### config.mk
export PLATFORM = sky130hd
export DESIGN_NAME = sec_decoder
export DESIGN_NICKNAME = d
export VERILOG_FILES = /design/src/common/sec_pkg.sv /design/src/rtl/sec_log_mem.sv /design/src/rtl/sec_decoder.sv
export SDC_FILE = /design/constraint.sdc
export NUM_CORES = 2
export LEC_CHECK = 0
export BUFFER_PORTS_ARGS = -buffer_cell sky130_fd_sc_hd__buf_2
export CORE_ASPECT_RATIO = 1.75
export CORE_MARGIN = 2
export CORE_UTILIZATION = 25
export DETAILED_ROUTE_END_ITERATION = 6
export SLEW_MARGIN = 15
export SYNTH_ARGS = -nofsm -noshare
export SYNTH_HDL_FRONTEND = slang
export SYNTH_SLANG_ARGS = --single-unit
### constraint.sdc
create_clock -name clk -period 5.2 [get_ports clk]
set_input_delay 1.3 -clock clk [delete_from_list [all_inputs] [get_ports clk]]
set_output_delay 1.3 -clock clk [all_outputs]
set_load 0.05 [all_outputs]
### src/common/sec_pkg.sv
package sec_pkg;

    // ************************************************************
    // geometry of the per-axis logs
    // ************************************************************
    localparam int AXES = 8;
    localparam int AXW = 3;
    localparam int SLOTW = 3;
    localparam int ADDRW = AXW + SLOTW;
    localparam int CODE_W = 16;
    localparam int CNT_W = 16;
    localparam logic [SLOTW-1:0] SLOT_FIRST = 3'h0;
    localparam logic [SLOTW-1:0] SLOT_LAST = 3'h6;
    localparam logic [SLOTW-1:0] LOG_DEPTH = 3'h7;
    localparam logic [SLOTW-1:0] IDX_FIRST = 3'h1;
    localparam logic [CNT_W-1:0] CNT_ZERO = 16'h0000;
    localparam logic [CNT_W-1:0] CNT_ONE = 16'h0001;
    localparam logic [CNT_W-1:0] CNT_MAX = 16'hffff;

    // ************************************************************
    // code ranges and word layout
    // ************************************************************
    localparam logic [CODE_W-1:0] AMP_MIN = 16'h0001;
    localparam logic [CODE_W-1:0] AMP_MAX = 16'h0fff;
    localparam logic [CODE_W-1:0] UNIT_MIN = 16'h1000;
    localparam int CODE_LSB = 0;
    localparam int MAIN_MSB = 7;
    localparam int SUB_LSB = 8;
    localparam int WHOLE_MSB = 11;

    // ************************************************************
    // listed amplifier codes
    // ************************************************************
    localparam logic [CODE_W-1:0] C_CTRL_UV = 16'h000b;
    localparam logic [CODE_W-1:0] C_OVERVOLT = 16'h000c;
    localparam logic [CODE_W-1:0] C_MAIN_UV = 16'h000d;
    localparam logic [CODE_W-1:0] C_MAIN_UV_AC = 16'h010d;
    localparam logic [CODE_W-1:0] C_OVERCUR = 16'h000e;
    localparam logic [CODE_W-1:0] C_PWR_MOD = 16'h010e;
    localparam logic [CODE_W-1:0] C_OVERHEAT = 16'h000f;
    localparam logic [CODE_W-1:0] C_OVERLOAD = 16'h0010;
    localparam logic [CODE_W-1:0] C_TRQ_SAT = 16'h0110;
    localparam logic [CODE_W-1:0] C_ENC_DISC = 16'h0015;
    localparam logic [CODE_W-1:0] C_ENC_COMM = 16'h0115;
    localparam logic [CODE_W-1:0] C_ENC_DATA = 16'h0017;
    localparam logic [CODE_W-1:0] C_POS_DEV = 16'h0018;
    localparam logic [CODE_W-1:0] C_SPD_DEV = 16'h0118;
    localparam logic [CODE_W-1:0] C_HYB_DEV = 16'h0019;
    localparam logic [CODE_W-1:0] C_CMD_ERR1 = 16'h041b;
    localparam logic [CODE_W-1:0] C_CMD_GEN = 16'h051b;
    localparam logic [CODE_W-1:0] C_CMD_CONT = 16'h061b;
    localparam logic [CODE_W-1:0] C_DEV_OVF1 = 16'h011d;
    localparam logic [CODE_W-1:0] C_DEV_OVF2 = 16'h021d;
    localparam logic [CODE_W-1:0] C_SAFE1 = 16'h001f;
    localparam logic [CODE_W-1:0] C_SAFE2 = 16'h021f;
    localparam logic [CODE_W-1:0] C_IF_DUP1 = 16'h0021;
    localparam logic [CODE_W-1:0] C_IF_DUP2 = 16'h0121;
    localparam logic [CODE_W-1:0] C_IF_FUNC1 = 16'h0221;
    localparam logic [CODE_W-1:0] C_IF_FUNC2 = 16'h0321;

    typedef enum logic [4:0] {
        CAT_NONE, CAT_CTRL_UV, CAT_OVERVOLT, CAT_MAIN_UV, CAT_MAIN_UV_AC,
        CAT_OVERCUR, CAT_PWR_MOD, CAT_OVERHEAT, CAT_OVERLOAD, CAT_TRQ_SAT,
        CAT_ENC_DISC, CAT_ENC_COMM, CAT_ENC_DATA, CAT_POS_DEV, CAT_SPD_DEV,
        CAT_HYB_DEV, CAT_CMD_ERR1, CAT_CMD_GEN, CAT_CMD_CONT, CAT_DEV_OVF,
        CAT_SAFETY, CAT_IF_DUP, CAT_IF_FUNC, CAT_UNIT, CAT_UNLISTED
    } sec_cat_e;

    // reported event: axis plus the raw double word
    typedef struct packed {
        logic [AXW-1:0] axis;
        logic [31:0] word;
    } sec_evt_s;

    // decoded event, digits in bcd
    typedef struct packed {
        logic is_amp;
        logic is_unit;
        logic unlisted;
        sec_cat_e cat;
        logic [AXW-1:0] axis;
        logic [CODE_W-1:0] code;
        logic [11:0] main_bcd;
        logic [11:0] sub_bcd;
        logic [15:0] whole_bcd;
    } sec_dec_s;

    // shift-add-3 conversion of up to twelve bits
    function automatic logic [15:0] sec_bin2bcd(input logic [11:0] bin);
        logic [27:0] sh;
        sh = {16'h0000, bin};
        for (int i = 0; i < 12; i++) begin
            for (int d = 0; d < 4; d++) begin
                if (sh[12 + 4*d +: 4] > 4'h4) begin
                    sh[12 + 4*d +: 4] = sh[12 + 4*d +: 4] + 4'h3;
                end
            end
            sh = {sh[26:0], 1'b0};
        end
        return sh[27:12];
    endfunction

endpackage

### src/rtl/sec_log_mem.sv
`timescale 1ns/100ps
module sec_log_mem
    import sec_pkg::*;
(
    input wire logic clk, // system clock
    input wire logic nrst, // async reset, active low
    input wire logic we, // write strobe
    input wire logic [ADDRW-1:0] waddr, // axis and slot
    input wire logic [CODE_W-1:0] wdata, // code to store
    input wire logic [ADDRW-1:0] raddr, // axis and slot
    output logic [CODE_W-1:0] rdata // registered read data
);

    // ************************************************************
    // storage
    // ************************************************************
    logic [CODE_W-1:0] mem [2**ADDRW];
    logic [CODE_W-1:0] rdata_r, rdata_nxt;

    // array has no reset; stale slots are masked by the owner
    always_ff @(posedge clk) begin
        if (we) begin
            mem[waddr] <= wdata;
        end
    end

    // read always, one cycle latency
    always_comb begin
        rdata_nxt = mem[raddr];
    end

    // output register keeps read data off the array
    always_ff @(posedge clk or negedge nrst) begin
        if (!nrst) begin
            rdata_r <= '0;
        end else begin
            rdata_r <= rdata_nxt;
        end
    end

    assign rdata = rdata_r;

endmodule

### src/rtl/sec_decoder.sv
`timescale 1ns/100ps
// Contract
// codes 0001h..0fffh are amplifier alarms
// codes 1000h and up are unit errors
// new series: low byte main, high sub
// main and sub shown as decimal
// old series: whole code as decimal
// amplifier alarm frees the servomotor
// host clears, then re-requests servo on
// supply voltage alarm codes mapped
// overload, current, heat codes mapped
// encoder communication codes mapped
// deviation excess codes mapped
// command alarm codes mapped
// counter overflow, safety codes mapped
// interface input allocation codes mapped
// low word of double word holds code
// seven-entry log, count, newest first
// clear wipes that axis log
// errored axis refuses operation until clear
// unlisted amplifier codes pass, flagged
module sec_decoder
    import sec_pkg::*;
(
    input wire logic clk, // system clock
    input wire logic nrst, // async reset, active low
    input wire logic evt_valid, // error report pulse
    input wire sec_evt_s evt, // axis and raw word
    input wire logic [AXES-1:0] amp_new_series, // per axis amplifier style
    input wire logic clr_valid, // error clear pulse
    input wire logic [AXW-1:0] clr_axis, // axis to clear
    input wire logic [AXES-1:0] son_req, // servo on request pulses
    input wire logic [AXES-1:0] soff_req, // servo off request pulses
    input wire logic rd_req, // log read pulse
    input wire logic [AXW-1:0] rd_axis, // log axis to read
    input wire logic [SLOTW-1:0] rd_idx, // buffer 1..7, 1 newest
    output sec_dec_s dec, // last decoded event
    output logic dec_valid, // pulse with new dec
    output logic [CODE_W-1:0] rd_code, // buffer contents
    output logic [CNT_W-1:0] rd_count, // occurrences on axis
    output logic rd_valid, // pulse with read data
    output logic [AXES-1:0] servo_on, // axis energised
    output logic [AXES-1:0] axis_locked, // error pending
    output logic [AXES-1:0] op_enable // axis may operate
);

    // ************************************************************
    // combinational classification
    // ************************************************************
    logic [CODE_W-1:0] code;
    sec_dec_s dec_c;
    sec_cat_e cat_c;

    // upper word of the double word is ignored
    // low word code
    assign code = evt.word[CODE_LSB +: CODE_W];

    // map of listed codes
    always_comb begin
        cat_c = CAT_NONE;
        unique case (code)
            // supply alarms
            C_CTRL_UV: cat_c = CAT_CTRL_UV;
            C_OVERVOLT: cat_c = CAT_OVERVOLT;
            C_MAIN_UV: cat_c = CAT_MAIN_UV;
            C_MAIN_UV_AC: cat_c = CAT_MAIN_UV_AC;
            // load and heat
            C_OVERCUR: cat_c = CAT_OVERCUR;
            C_PWR_MOD: cat_c = CAT_PWR_MOD;
            C_OVERHEAT: cat_c = CAT_OVERHEAT;
            C_OVERLOAD: cat_c = CAT_OVERLOAD;
            C_TRQ_SAT: cat_c = CAT_TRQ_SAT;
            // encoder link
            C_ENC_DISC: cat_c = CAT_ENC_DISC;
            C_ENC_COMM: cat_c = CAT_ENC_COMM;
            C_ENC_DATA: cat_c = CAT_ENC_DATA;
            // deviation excess
            C_POS_DEV: cat_c = CAT_POS_DEV;
            C_SPD_DEV: cat_c = CAT_SPD_DEV;
            C_HYB_DEV: cat_c = CAT_HYB_DEV;
            // command alarms
            C_CMD_ERR1: cat_c = CAT_CMD_ERR1;
            C_CMD_GEN: cat_c = CAT_CMD_GEN;
            C_CMD_CONT: cat_c = CAT_CMD_CONT;
            // overflow and safety
            C_DEV_OVF1, C_DEV_OVF2: cat_c = CAT_DEV_OVF;
            C_SAFE1, C_SAFE2: cat_c = CAT_SAFETY;
            // interface inputs
            C_IF_DUP1, C_IF_DUP2: cat_c = CAT_IF_DUP;
            C_IF_FUNC1, C_IF_FUNC2: cat_c = CAT_IF_FUNC;
            default: cat_c = CAT_NONE;
        endcase
    end

    // range split and decimal digits
    always_comb begin
        dec_c = '0;
        dec_c.code = code;
        dec_c.axis = evt.axis;
        // amplifier range
        dec_c.is_amp = (code >= AMP_MIN) && (code <= AMP_MAX);
        // unit range
        dec_c.is_unit = (code >= UNIT_MIN);
        dec_c.cat = cat_c;
        if (dec_c.is_unit) begin
            dec_c.cat = CAT_UNIT;
        end
        // unlisted passes flagged
        if (dec_c.is_amp && (cat_c == CAT_NONE)) begin
            dec_c.cat = CAT_UNLISTED;
            dec_c.unlisted = 1'b1;
        end
        if (dec_c.is_amp && amp_new_series[evt.axis]) begin
            // low main, high sub
            // decimal main and sub
            dec_c.main_bcd = 12'(sec_bin2bcd({4'h0, code[MAIN_MSB:CODE_LSB]}));
            dec_c.sub_bcd = 12'(sec_bin2bcd({4'h0, code[CODE_W-1:SUB_LSB]}));
        end else if (dec_c.is_amp) begin
            // whole code decimal
            dec_c.whole_bcd = sec_bin2bcd(code[WHOLE_MSB:CODE_LSB]);
        end
    end

    // ************************************************************
    // per-axis state
    // ************************************************************
    logic [CNT_W-1:0] cnt_r [AXES];
    logic [CNT_W-1:0] cnt_nxt [AXES];
    logic [SLOTW-1:0] head_r [AXES];
    logic [SLOTW-1:0] head_nxt [AXES];
    logic [AXES-1:0] lock_r, lock_nxt, son_r, son_nxt;
    sec_dec_s dec_r, dec_nxt;
    logic dec_valid_r, dec_valid_nxt;
    logic we;
    logic [ADDRW-1:0] waddr;

    // a clear and an event in one cycle: the event lands in a fresh log
    always_comb begin
        dec_nxt = dec_r;
        dec_valid_nxt = evt_valid;
        lock_nxt = lock_r;
        son_nxt = son_r;
        we = 1'b0;
        waddr = {evt.axis, SLOT_FIRST};
        if (evt_valid) begin
            dec_nxt = dec_c;
        end
        for (int a = 0; a < AXES; a++) begin
            cnt_nxt[a] = cnt_r[a];
            head_nxt[a] = head_r[a];
            // clear wipes log
            if (clr_valid && (clr_axis == AXW'(a))) begin
                cnt_nxt[a] = CNT_ZERO;
                head_nxt[a] = SLOT_FIRST;
                lock_nxt[a] = 1'b0;
            end
            // servo on only when cleared
            if (son_req[a] && !lock_nxt[a]) begin
                son_nxt[a] = 1'b1;
            end
            if (soff_req[a]) begin
                son_nxt[a] = 1'b0;
            end
            if (evt_valid && (evt.axis == AXW'(a)) && (dec_c.is_amp || dec_c.is_unit)) begin
                // lock until clear, set wins
                lock_nxt[a] = 1'b1;
                // amplifier alarm frees motor
                if (dec_c.is_amp) begin
                    son_nxt[a] = 1'b0;
                end
                // ring write, newest at head
                if (cnt_nxt[a] == CNT_ZERO) begin
                    head_nxt[a] = SLOT_FIRST;
                end else if (head_r[a] == SLOT_LAST) begin
                    head_nxt[a] = SLOT_FIRST;
                end else begin
                    head_nxt[a] = head_r[a] + IDX_FIRST;
                end
                if (cnt_nxt[a] != CNT_MAX) begin
                    cnt_nxt[a] = cnt_nxt[a] + CNT_ONE;
                end
                we = 1'b1;
                waddr = {evt.axis, head_nxt[a]};
            end
        end
    end

    // register per-axis state and decode result
    always_ff @(posedge clk or negedge nrst) begin
        if (!nrst) begin
            for (int a = 0; a < AXES; a++) begin
                cnt_r[a] <= CNT_ZERO;
                head_r[a] <= SLOT_FIRST;
            end
            lock_r <= '0;
            son_r <= '0;
            dec_r <= '0;
            dec_valid_r <= 1'b0;
        end else begin
            cnt_r <= cnt_nxt;
            head_r <= head_nxt;
            lock_r <= lock_nxt;
            son_r <= son_nxt;
            dec_r <= dec_nxt;
            dec_valid_r <= dec_valid_nxt;
        end
    end

    // ************************************************************
    // log read path
    // ************************************************************
    logic [SLOTW-1:0] rd_d, rd_slot;
    logic rd_ok;
    logic [SLOTW-1:0] rd_head;
    logic [CNT_W-1:0] rd_cnt_c;
    logic [CODE_W-1:0] mem_rdata;
    logic rd_p1_r, rd_p1_nxt, rd_ok_r, rd_ok_nxt;
    logic [CNT_W-1:0] rd_cnt_r, rd_cnt_nxt, rd_count_r, rd_count_nxt;
    logic [CODE_W-1:0] rd_code_r, rd_code_nxt;
    logic rd_valid_r, rd_valid_nxt;

    // buffer 1 newest, masked past count
    always_comb begin
        rd_head = head_r[rd_axis];
        rd_cnt_c = cnt_r[rd_axis];
        rd_d = rd_idx - IDX_FIRST;
        rd_slot = (rd_head >= rd_d) ? (rd_head - rd_d) : (rd_head + LOG_DEPTH - rd_d);
        rd_ok = (rd_idx >= IDX_FIRST) && (rd_idx <= LOG_DEPTH)
                && (CNT_W'(rd_idx) <= rd_cnt_c);
    end

    // two stages: memory then mask, so outputs come from flops
    always_comb begin
        rd_p1_nxt = rd_req;
        rd_ok_nxt = rd_ok;
        rd_cnt_nxt = rd_cnt_c;
        rd_valid_nxt = rd_p1_r;
        rd_code_nxt = rd_code_r;
        rd_count_nxt = rd_count_r;
        if (rd_p1_r) begin
            rd_code_nxt = rd_ok_r ? mem_rdata : '0;
            rd_count_nxt = rd_cnt_r;
        end
    end

    // register the read pipeline
    always_ff @(posedge clk or negedge nrst) begin
        if (!nrst) begin
            rd_p1_r <= 1'b0;
            rd_ok_r <= 1'b0;
            rd_cnt_r <= CNT_ZERO;
            rd_valid_r <= 1'b0;
            rd_code_r <= '0;
            rd_count_r <= CNT_ZERO;
        end else begin
            rd_p1_r <= rd_p1_nxt;
            rd_ok_r <= rd_ok_nxt;
            rd_cnt_r <= rd_cnt_nxt;
            rd_valid_r <= rd_valid_nxt;
            rd_code_r <= rd_code_nxt;
            rd_count_r <= rd_count_nxt;
        end
    end

    sec_log_mem u_mem (
        .clk(clk),
        .nrst(nrst),
        .we(we),
        .waddr(waddr),
        .wdata(code),
        .raddr({rd_axis, rd_slot}),
        .rdata(mem_rdata)
    );

    // ************************************************************
    // outputs
    // ************************************************************
    assign dec = dec_r;
    assign dec_valid = dec_valid_r;
    assign rd_code = rd_code_r;
    assign rd_count = rd_count_r;
    assign rd_valid = rd_valid_r;
    assign servo_on = son_r;
    assign axis_locked = lock_r;
    // no operation while locked
    assign op_enable = son_r & ~lock_r;

endmodule

Word level (Yosys, flattened, before mapping)

Memories as Yosys holds them, arrays and structs flattened. A register that Yosys moved wholly into a read port is not among the register bits.
Index checks and enable logic that the tools add are counted.

RAM bits: 1024
Memories: 1
Flip-flop bits (word level): 287

Memory list:

| memory    | depth | bits a word | rd ports | clocked after Yosys merged registers in | write ports | line              | text |
|---|---|---|---|---|---|---|---|
| u_mem.mem | 64    | 16          | 1        | 1                                       | 1           | sec_log_mem.sv:17 | `logic [CODE_W-1:0] mem [2**ADDRW];` |

Bitwise operators: 3
Reduce and logical (&&, ||, !) cells: 70
$add $sub $neg: 52
Order comparisons: 41
Multiplexer cells: 210
Equal/unequal tests: 56

Operator list:

| kind                  | count |
|---|---|
| $mux 16               | 27 |
| $mux 4                | 72 |
| $mux 3                | 43 |
| $add 16x1->16 const B | 8 |
| $logic_not 16->1      | 8 |
| $ne 16x16->1 const B  | 8 |
| $eq 16x9->1 const B   | 7 |
| $pmux 5 s22           | 1 |
| $add 4x2->4 const B   | 25 |
| $gt 4x3->1 const B    | 25 |
| $eq 16x5->1 const B   | 6 |
| $eq 16x4->1 const B   | 5 |
| $eq 16x10->1 const B  | 4 |
| $mux 1                | 59 |
| $bmux 16 s3           | 1 |
| $eq 16x11->1 const B  | 3 |
| $eq 3x3->1 const B    | 16 |
| $logic_and 1x1->1     | 37 |
| $mux 15               | 2 |
| $add 3x2->4 const B   | 7 |
| $add 3x1->3 const B   | 8 |
| $mux 22               | 1 |
| $gt 3x3->1 const B    | 7 |
| $eq 16x6->1 const B   | 1 |
| other kinds (27)      | 51 |

Logic depth before layout (Yosys ltp)

Word-level depth: 36
Depth in mapped cells: 31
Depth with buffers taken out: 28

By module

A second synthesis with hierarchy kept.

Cell total of the unflattened synthesis: 3793
Area, all modules: 58419.8 sq um

By module, submodules not included:

| module      | area an instance (sq um) | times used | seq. area each (sq um) | cells each |
|---|---|---|---|---|
| sec_log_mem | 40106.0                  | 1          | 31149.9                | 1830 |
| sec_decoder | 18313.8                  | 1          | 7056.8                 | 1963 |

Least setup slack after synthesis

No wires, ideal clock.

Path type: input to register
From: in rd_axis[0]
To: reg u_mem.rdata_r[0] (netlist: u_mem.rdata[0]), read port of u_mem.mem
Data arrival time: 7.792 ns
Data required time: 5.062 ns
Cell stages on the path: 17
Slack: -2.730 ns
Library setup time: 0.138 ns
Cells stage by stage: clkbuf_1 > buf_1 > clkbuf_1 > buf_1 > buf_1 > mux4_2 > mux2i_1 > inv_1 > ha_1 > a21o_1 > a21o_1 > a21oi_1 > clkbuf_1 > buf_1 > mux4_2 > mux4_2 > mux4_2

Longest elaborated chain between the ends: 7

RTL lines:

| what                                      | line               | text |
|---|---|---|
| start: declaration                        | sec_decoder.sv:35  | `input wire logic [AXW-1:0] rd_axis,` |
| $not 3->4 (not written as such)           | sec_decoder.sv:224 | `rd_head = head_r[rd_axis];` |
| $bmux 3 s3                                | sec_decoder.sv:224 |  |
| $mux 3 (not written as such) (2 in a row) | sec_decoder.sv:224 |  |
| $add 3x3->3                               | sec_decoder.sv:227 | `rd_slot = (rd_head >= rd_d) ? (rd_head - rd_d) : (rd_head + LOG_DEPTH - rd_d);` |
| $sub 3x3->3                               | sec_decoder.sv:227 |  |
| $mux 3                                    | sec_decoder.sv:227 |  |
| end: declaration                          | sec_log_mem.sv:18  | `logic [CODE_W-1:0] rdata_r, rdata_nxt;` |

Parallel ways exist; a longest one is shown, timed or not. The select of a mux whose other input is x is not followed.
A chain may end at the register's enable or synchronous reset.

Worst setup path after layout

From: in evt[9] (netlist name)
To: reg dec_r (netlist bit dec[9])

Longest elaborated chain between the ends: 36

RTL lines:

| what                                      | line                         | text |
|---|---|---|
| start: declaration                        | sec_decoder.sv:28            | `input wire sec_evt_s evt,` |
| $add 3x2->4 or $gt 3x3->1 (tied branches) | sec_pkg.sv:95, sec_pkg.sv:94 |  |
| $mux 4                                    | sec_pkg.sv:94                | `if (sh[12 + 4*d +: 4] > 4'h4) begin` |
| $mux 4                                    | sec_decoder.sv:118           | `end else if (dec_c.is_amp) begin` |
| $mux 4                                    | sec_decoder.sv:113           | `if (dec_c.is_amp && amp_new_series[evt.axis]) begin` |
| $add 4x2->4 or $gt 4x3->1 (tied branches) | sec_pkg.sv:95, sec_pkg.sv:94 |  |
| $mux 4                                    | sec_pkg.sv:94                |  |
| $mux 4                                    | sec_decoder.sv:118           |  |
| $mux 4                                    | sec_decoder.sv:113           |  |
| (+20 left out)                            | -                            |  |
| $add 4x2->4 or $gt 4x3->1 (tied branches) | sec_pkg.sv:95, sec_pkg.sv:94 |  |
| $mux 4                                    | sec_pkg.sv:94                |  |
| $mux 4                                    | sec_decoder.sv:118           |  |
| $mux 4                                    | sec_decoder.sv:113           |  |
| $add 4x2->4 or $gt 4x3->1 (tied branches) | sec_pkg.sv:95, sec_pkg.sv:94 |  |
| $mux 4                                    | sec_pkg.sv:94                |  |
| $mux 15                                   | sec_decoder.sv:118           |  |
| $mux 15 *                                 | sec_decoder.sv:113           |  |
| end signal: assignment                    | sec_decoder.sv:204           | `dec_r <= dec_nxt;` |
| end: declaration                          | sec_decoder.sv:132           | `sec_dec_s dec_r, dec_nxt;` |

Mark *: on every way between the ends. The rest lies on a longest branch, timed or not. The select of a mux whose other input is x is not followed.

==> flow_summary.json <==
{
  "ant_nets": 0,
  "place_ws_ns": -1.271,
  "die_x_um": 367.2,
  "portBuffers": 176,
  "clock_sinks": 1322,
  "area_growth_syn_to_layout_pct": 25.66,
  "routedWlPerCell_um": 22.29,
  "worstPathArrival_ns": 6.12,
  "max_cap_violations": 0,
  "cts-root-buf": "clkbuf_16",
  "seq_area_frac_synth": 0.6620,
  "max_freq_ghz": 0.1842,
  "fin_ws_ns": -0.2277,
  "synth_edf_count": 1024,
  "dr.pass1.iters": 7,
  "met2_length_um": 91150,
  "cts_buffer_depth": 4,
  "drc_errors": 0,
  "failed_checks": "negative setup slack",
  "max_stage_delay_ns": 0.40,
  "slew_violations": 0,
  "die_h_um": 639.6,
  "final-setup-viol-count": 8,
  "critPathKind": "input pin to flip-flop",
  "coreArea_mm2": 0.2297,
  "initial_core_util": 0.2512,
  "status": "finished, violations left",
  "overflow": 0,
  "yosysWarningCount": 0,
  "grt_setup_unrepaired": "yes",
  "period_share": 1.044,
  "finalNetCount": 4451,
  "hpwl_um": 115400,
  "power_w": 0.03457,
  "required_ns": 5.89,
  "via_per_inst": 4.674,
  "cp_num_buf_inv": 5,
  "clock_latency_ns": 0.81,
  "ioPinCount": 198,
  "cts_tree": "done",
  "m1WireLength_um": 61200,
  "finish.utilization": 0.3157,
  "holdWs_ns": 0.4750,
  "fill_cells": 22503,
  "start_kind": "input pin",
  "routed-wl-met3_um": 7559,
  "irDropWorstVdd_mv": 0.2776,
  "syn_area_per_cell_um2": 16.36,
  "slowest_stage": "nor4_4",
  "min_path_type": "flip-flop to flip-flop",
  "totalNegativeSetupSlack_ns": -0.9632,
  "grt_usage": 0.1388,
  "crit_family": "compound AO/OA/AOI/OAI gates",
  "clkTransAtPathRegs_ns": 0.07,
  "ys_ff_latch": 1322,
  "hold_viol": 0,
  "grt_pass1_vias": 35830,
  "rows": 233,
  "synth_cell_types": 99,
  "routed_wl_um": 166500,
  "grt_first_pass_wirelength_um": 241700,
  "dr_total_vias": 34917,
  "path_common_cell": "ha_4",
  "finClkSkew_ns": 0.05788,
  "detail_route.iter0.violations": 2427,
  "h-tree-depth": 4,
  "numCtsBuffers": 142,
  "critPathCaptureType": "flip-flop",
  "grt_max_degree": 100,
  "p_leak_nw": 26.02,
  "drive_gt1_frac": 0.3369,
  "fin_crit_ns": 5.428,
  "antenna_found_initial": 8,
  "relSlewSlack": 0.3383,
  "gp_congestion": 0.9256,
  "die-area_mm2": 0.2349,
  "hold_buffers": 0,
  "syn_inst": 3528,
  "netlist_area_mm2": 0.05771,
  "worstMarginPinSlew_ns": 0.9926,
  "crit_fanout": 7,
  "top_layer": "met4",
  "pwr_density_cell_mw_per_mm2": 476.8,
  "synth_flop_cell": "edfxtp_1",
  "async_reset_ff_frac": 0.2254
}
## sequential cells by signal, summed over array words and instances, names as in the netlist, 8 cells and up
signal / count
u_mem.mem: 1024
cnt_r: 128
dec: 62
head_r: 24
rd_cnt_r: 16
rd_code: 16
rd_count: 16
u_mem.rdata: 16
axis_locked: 8
servo_on: 8
## cell type report
type                    count  area, um2  area share
well taps                3055       3822     0.05271
inverters                  95      371.6    0.005124
clock buffers             185       3850     0.05309
diodes                      1      2.502  0.00003451
clock inverters            59      661.9    0.009127
repair buffers            685       5948     0.08202
flip-flops and latches   1322      38210      0.5269
multi-input cells        2068      19650      0.2710
## cell usage after synthesis, types with 6 or more instances
cell type / count / area (um2)
nand4_1: 35 / 219.0
mux2i_1: 20 / 200.2
nand2b_1: 17 / 106.4
and2_1: 12 / 75.07
nand3_1: 109 / 545.5
nor4_1: 48 / 300.3
a211oi_1: 25 / 187.7
inv_1: 92 / 345.3
a21oi_1: 81 / 405.4
o21ai_0: 74 / 370.4
o2bb2ai_1: 24 / 210.2
and4_1: 11 / 96.34
mux4_2: 374 / 8423
buf_4: 8 / 60.06
o21a_1: 6 / 45.04
a31o_2: 11 / 96.34
nor2_1: 237 / 889.6
a21o_1: 15 / 112.6
a31oi_1: 8 / 50.05
o211ai_1: 8 / 60.06
xnor2_1: 79 / 691.9
buf_1: 34 / 127.6
nor4b_1: 8 / 70.07
buf_2: 13 / 65.06
edfxtp_1: 1024 / 30750
clkbuf_1: 118 / 442.9
o31ai_1: 8 / 60.06
and3_1: 24 / 150.1
ha_1: 62 / 775.7
mux2_2: 61 / 686.9
o21ai_1: 10 / 50.05
nand3b_1: 6 / 45.04
a21boi_0: 9 / 67.56
nor2b_1: 27 / 168.9
dfrtp_1: 298 / 7457
nand2_1: 247 / 927.1
or4_1: 7 / 52.55
or3_1: 17 / 106.4
o32ai_1: 6 / 52.55
nor3_1: 51 / 255.2
o22ai_1: 18 / 112.6
a22oi_1: 9 / 67.56
xor2_1: 71 / 621.9
## what timing repair did
action | in CTS | in global routing
gates cloned | 0 | 1
pin swaps | 23 | 15
setup buffers | 11 | 10
resized for setup | 22 | 54
setup endpoints to repair | 13 | 13
## power breakdown
| group | leakage [nW] | internal, W | switching (W) |
|---|---|---|---|
| registers | 13.3 | 0.0119 | 0.000348 |
| logic | 10.5 | 0.00597 | 0.00635 |
| clock network | 2.21 | 0.00584 | 0.00422 |
## tightest hold or removal path, stage by stage (launching register included)
cell	delay, ns
dfrtp_1	0.32
nand3_1	0.06
o21ai_0	0.06
## layout by cell type (no fill, tap or decap), types with 50 or more instances in the layout
master / count
dfrtp_1: 297
nor2_1: 187
mux2_2: 61
ha_1: 53
o21ai_0: 70
conb_1: 133
xnor2_1: 74
buf_12: 93
a21oi_1: 74
buf_2: 171
buf_4: 408
nor2_2: 50
inv_1: 86
clkbuf_16: 147
edfxtp_1: 1024
nand2_1: 243
nand3_1: 107
mux4_2: 374
xor2_1: 69
## kinds of logic after synthesis
kind of cell | count (synthesis) | share of synthesized area
compound gates | 388 | 0.04726
xor+xnor | 153 | 0.02381
fa+ha+maj | 65 | 0.01431
buf+inv | 270 | 0.01862
flops | 1322 | 0.6620
mux | 457 | 0.1620
other cells | 1 | 0.00006498
simple gates | 872 | 0.07196
## worst paths after layout
kind / startpoint / end / slack [ns] / cells past startpoint
worst max register to register: head_r[4]$_DFFE_PN0P_ / u_mem.rdata[9]$_DFF_PN0_ / 0.72 / 13
worst min register to register: u_mem.rdata[5]$_DFF_PN0_ / rd_code[5]$_DFFE_PN0P_ / 0.47 / 2
max in group asynchronous: nrst / cnt_r[101]$_DFF_PN0_ / 3.65 / 2
worst max-delay path: evt[9] / dec[9]$_DFFE_PN0P_ / -0.23 / 28
worst min-delay path: u_mem.rdata[5]$_DFF_PN0_ / rd_code[5]$_DFFE_PN0P_ / 0.47 / 2
min in group asynchronous: nrst / rd_code[0]$_DFFE_PN0P_ / 0.52 / 1
## routing by layer
| metal | vias up | GRT usage |
|---|---|---|
| met5 | - | 0 |
| met4 | 0 | 0.05418 |
| met3 | 297 | 0.01828 |
| met2 | 1013 | 0.2649 |
| met1 | 18255 | 0.1542 |
| li1 | 15352 | - |
## through the flow
step                      cell area [um2]  std cells
after floorplan                     58970       3660
after global placement              67460       7205
after detailed placement            67460       7205
after CTS                           72150       7458
after global routing                72520       7470
final                               72520       7470
Note: power is estimated with default switching activity, not from simulation.
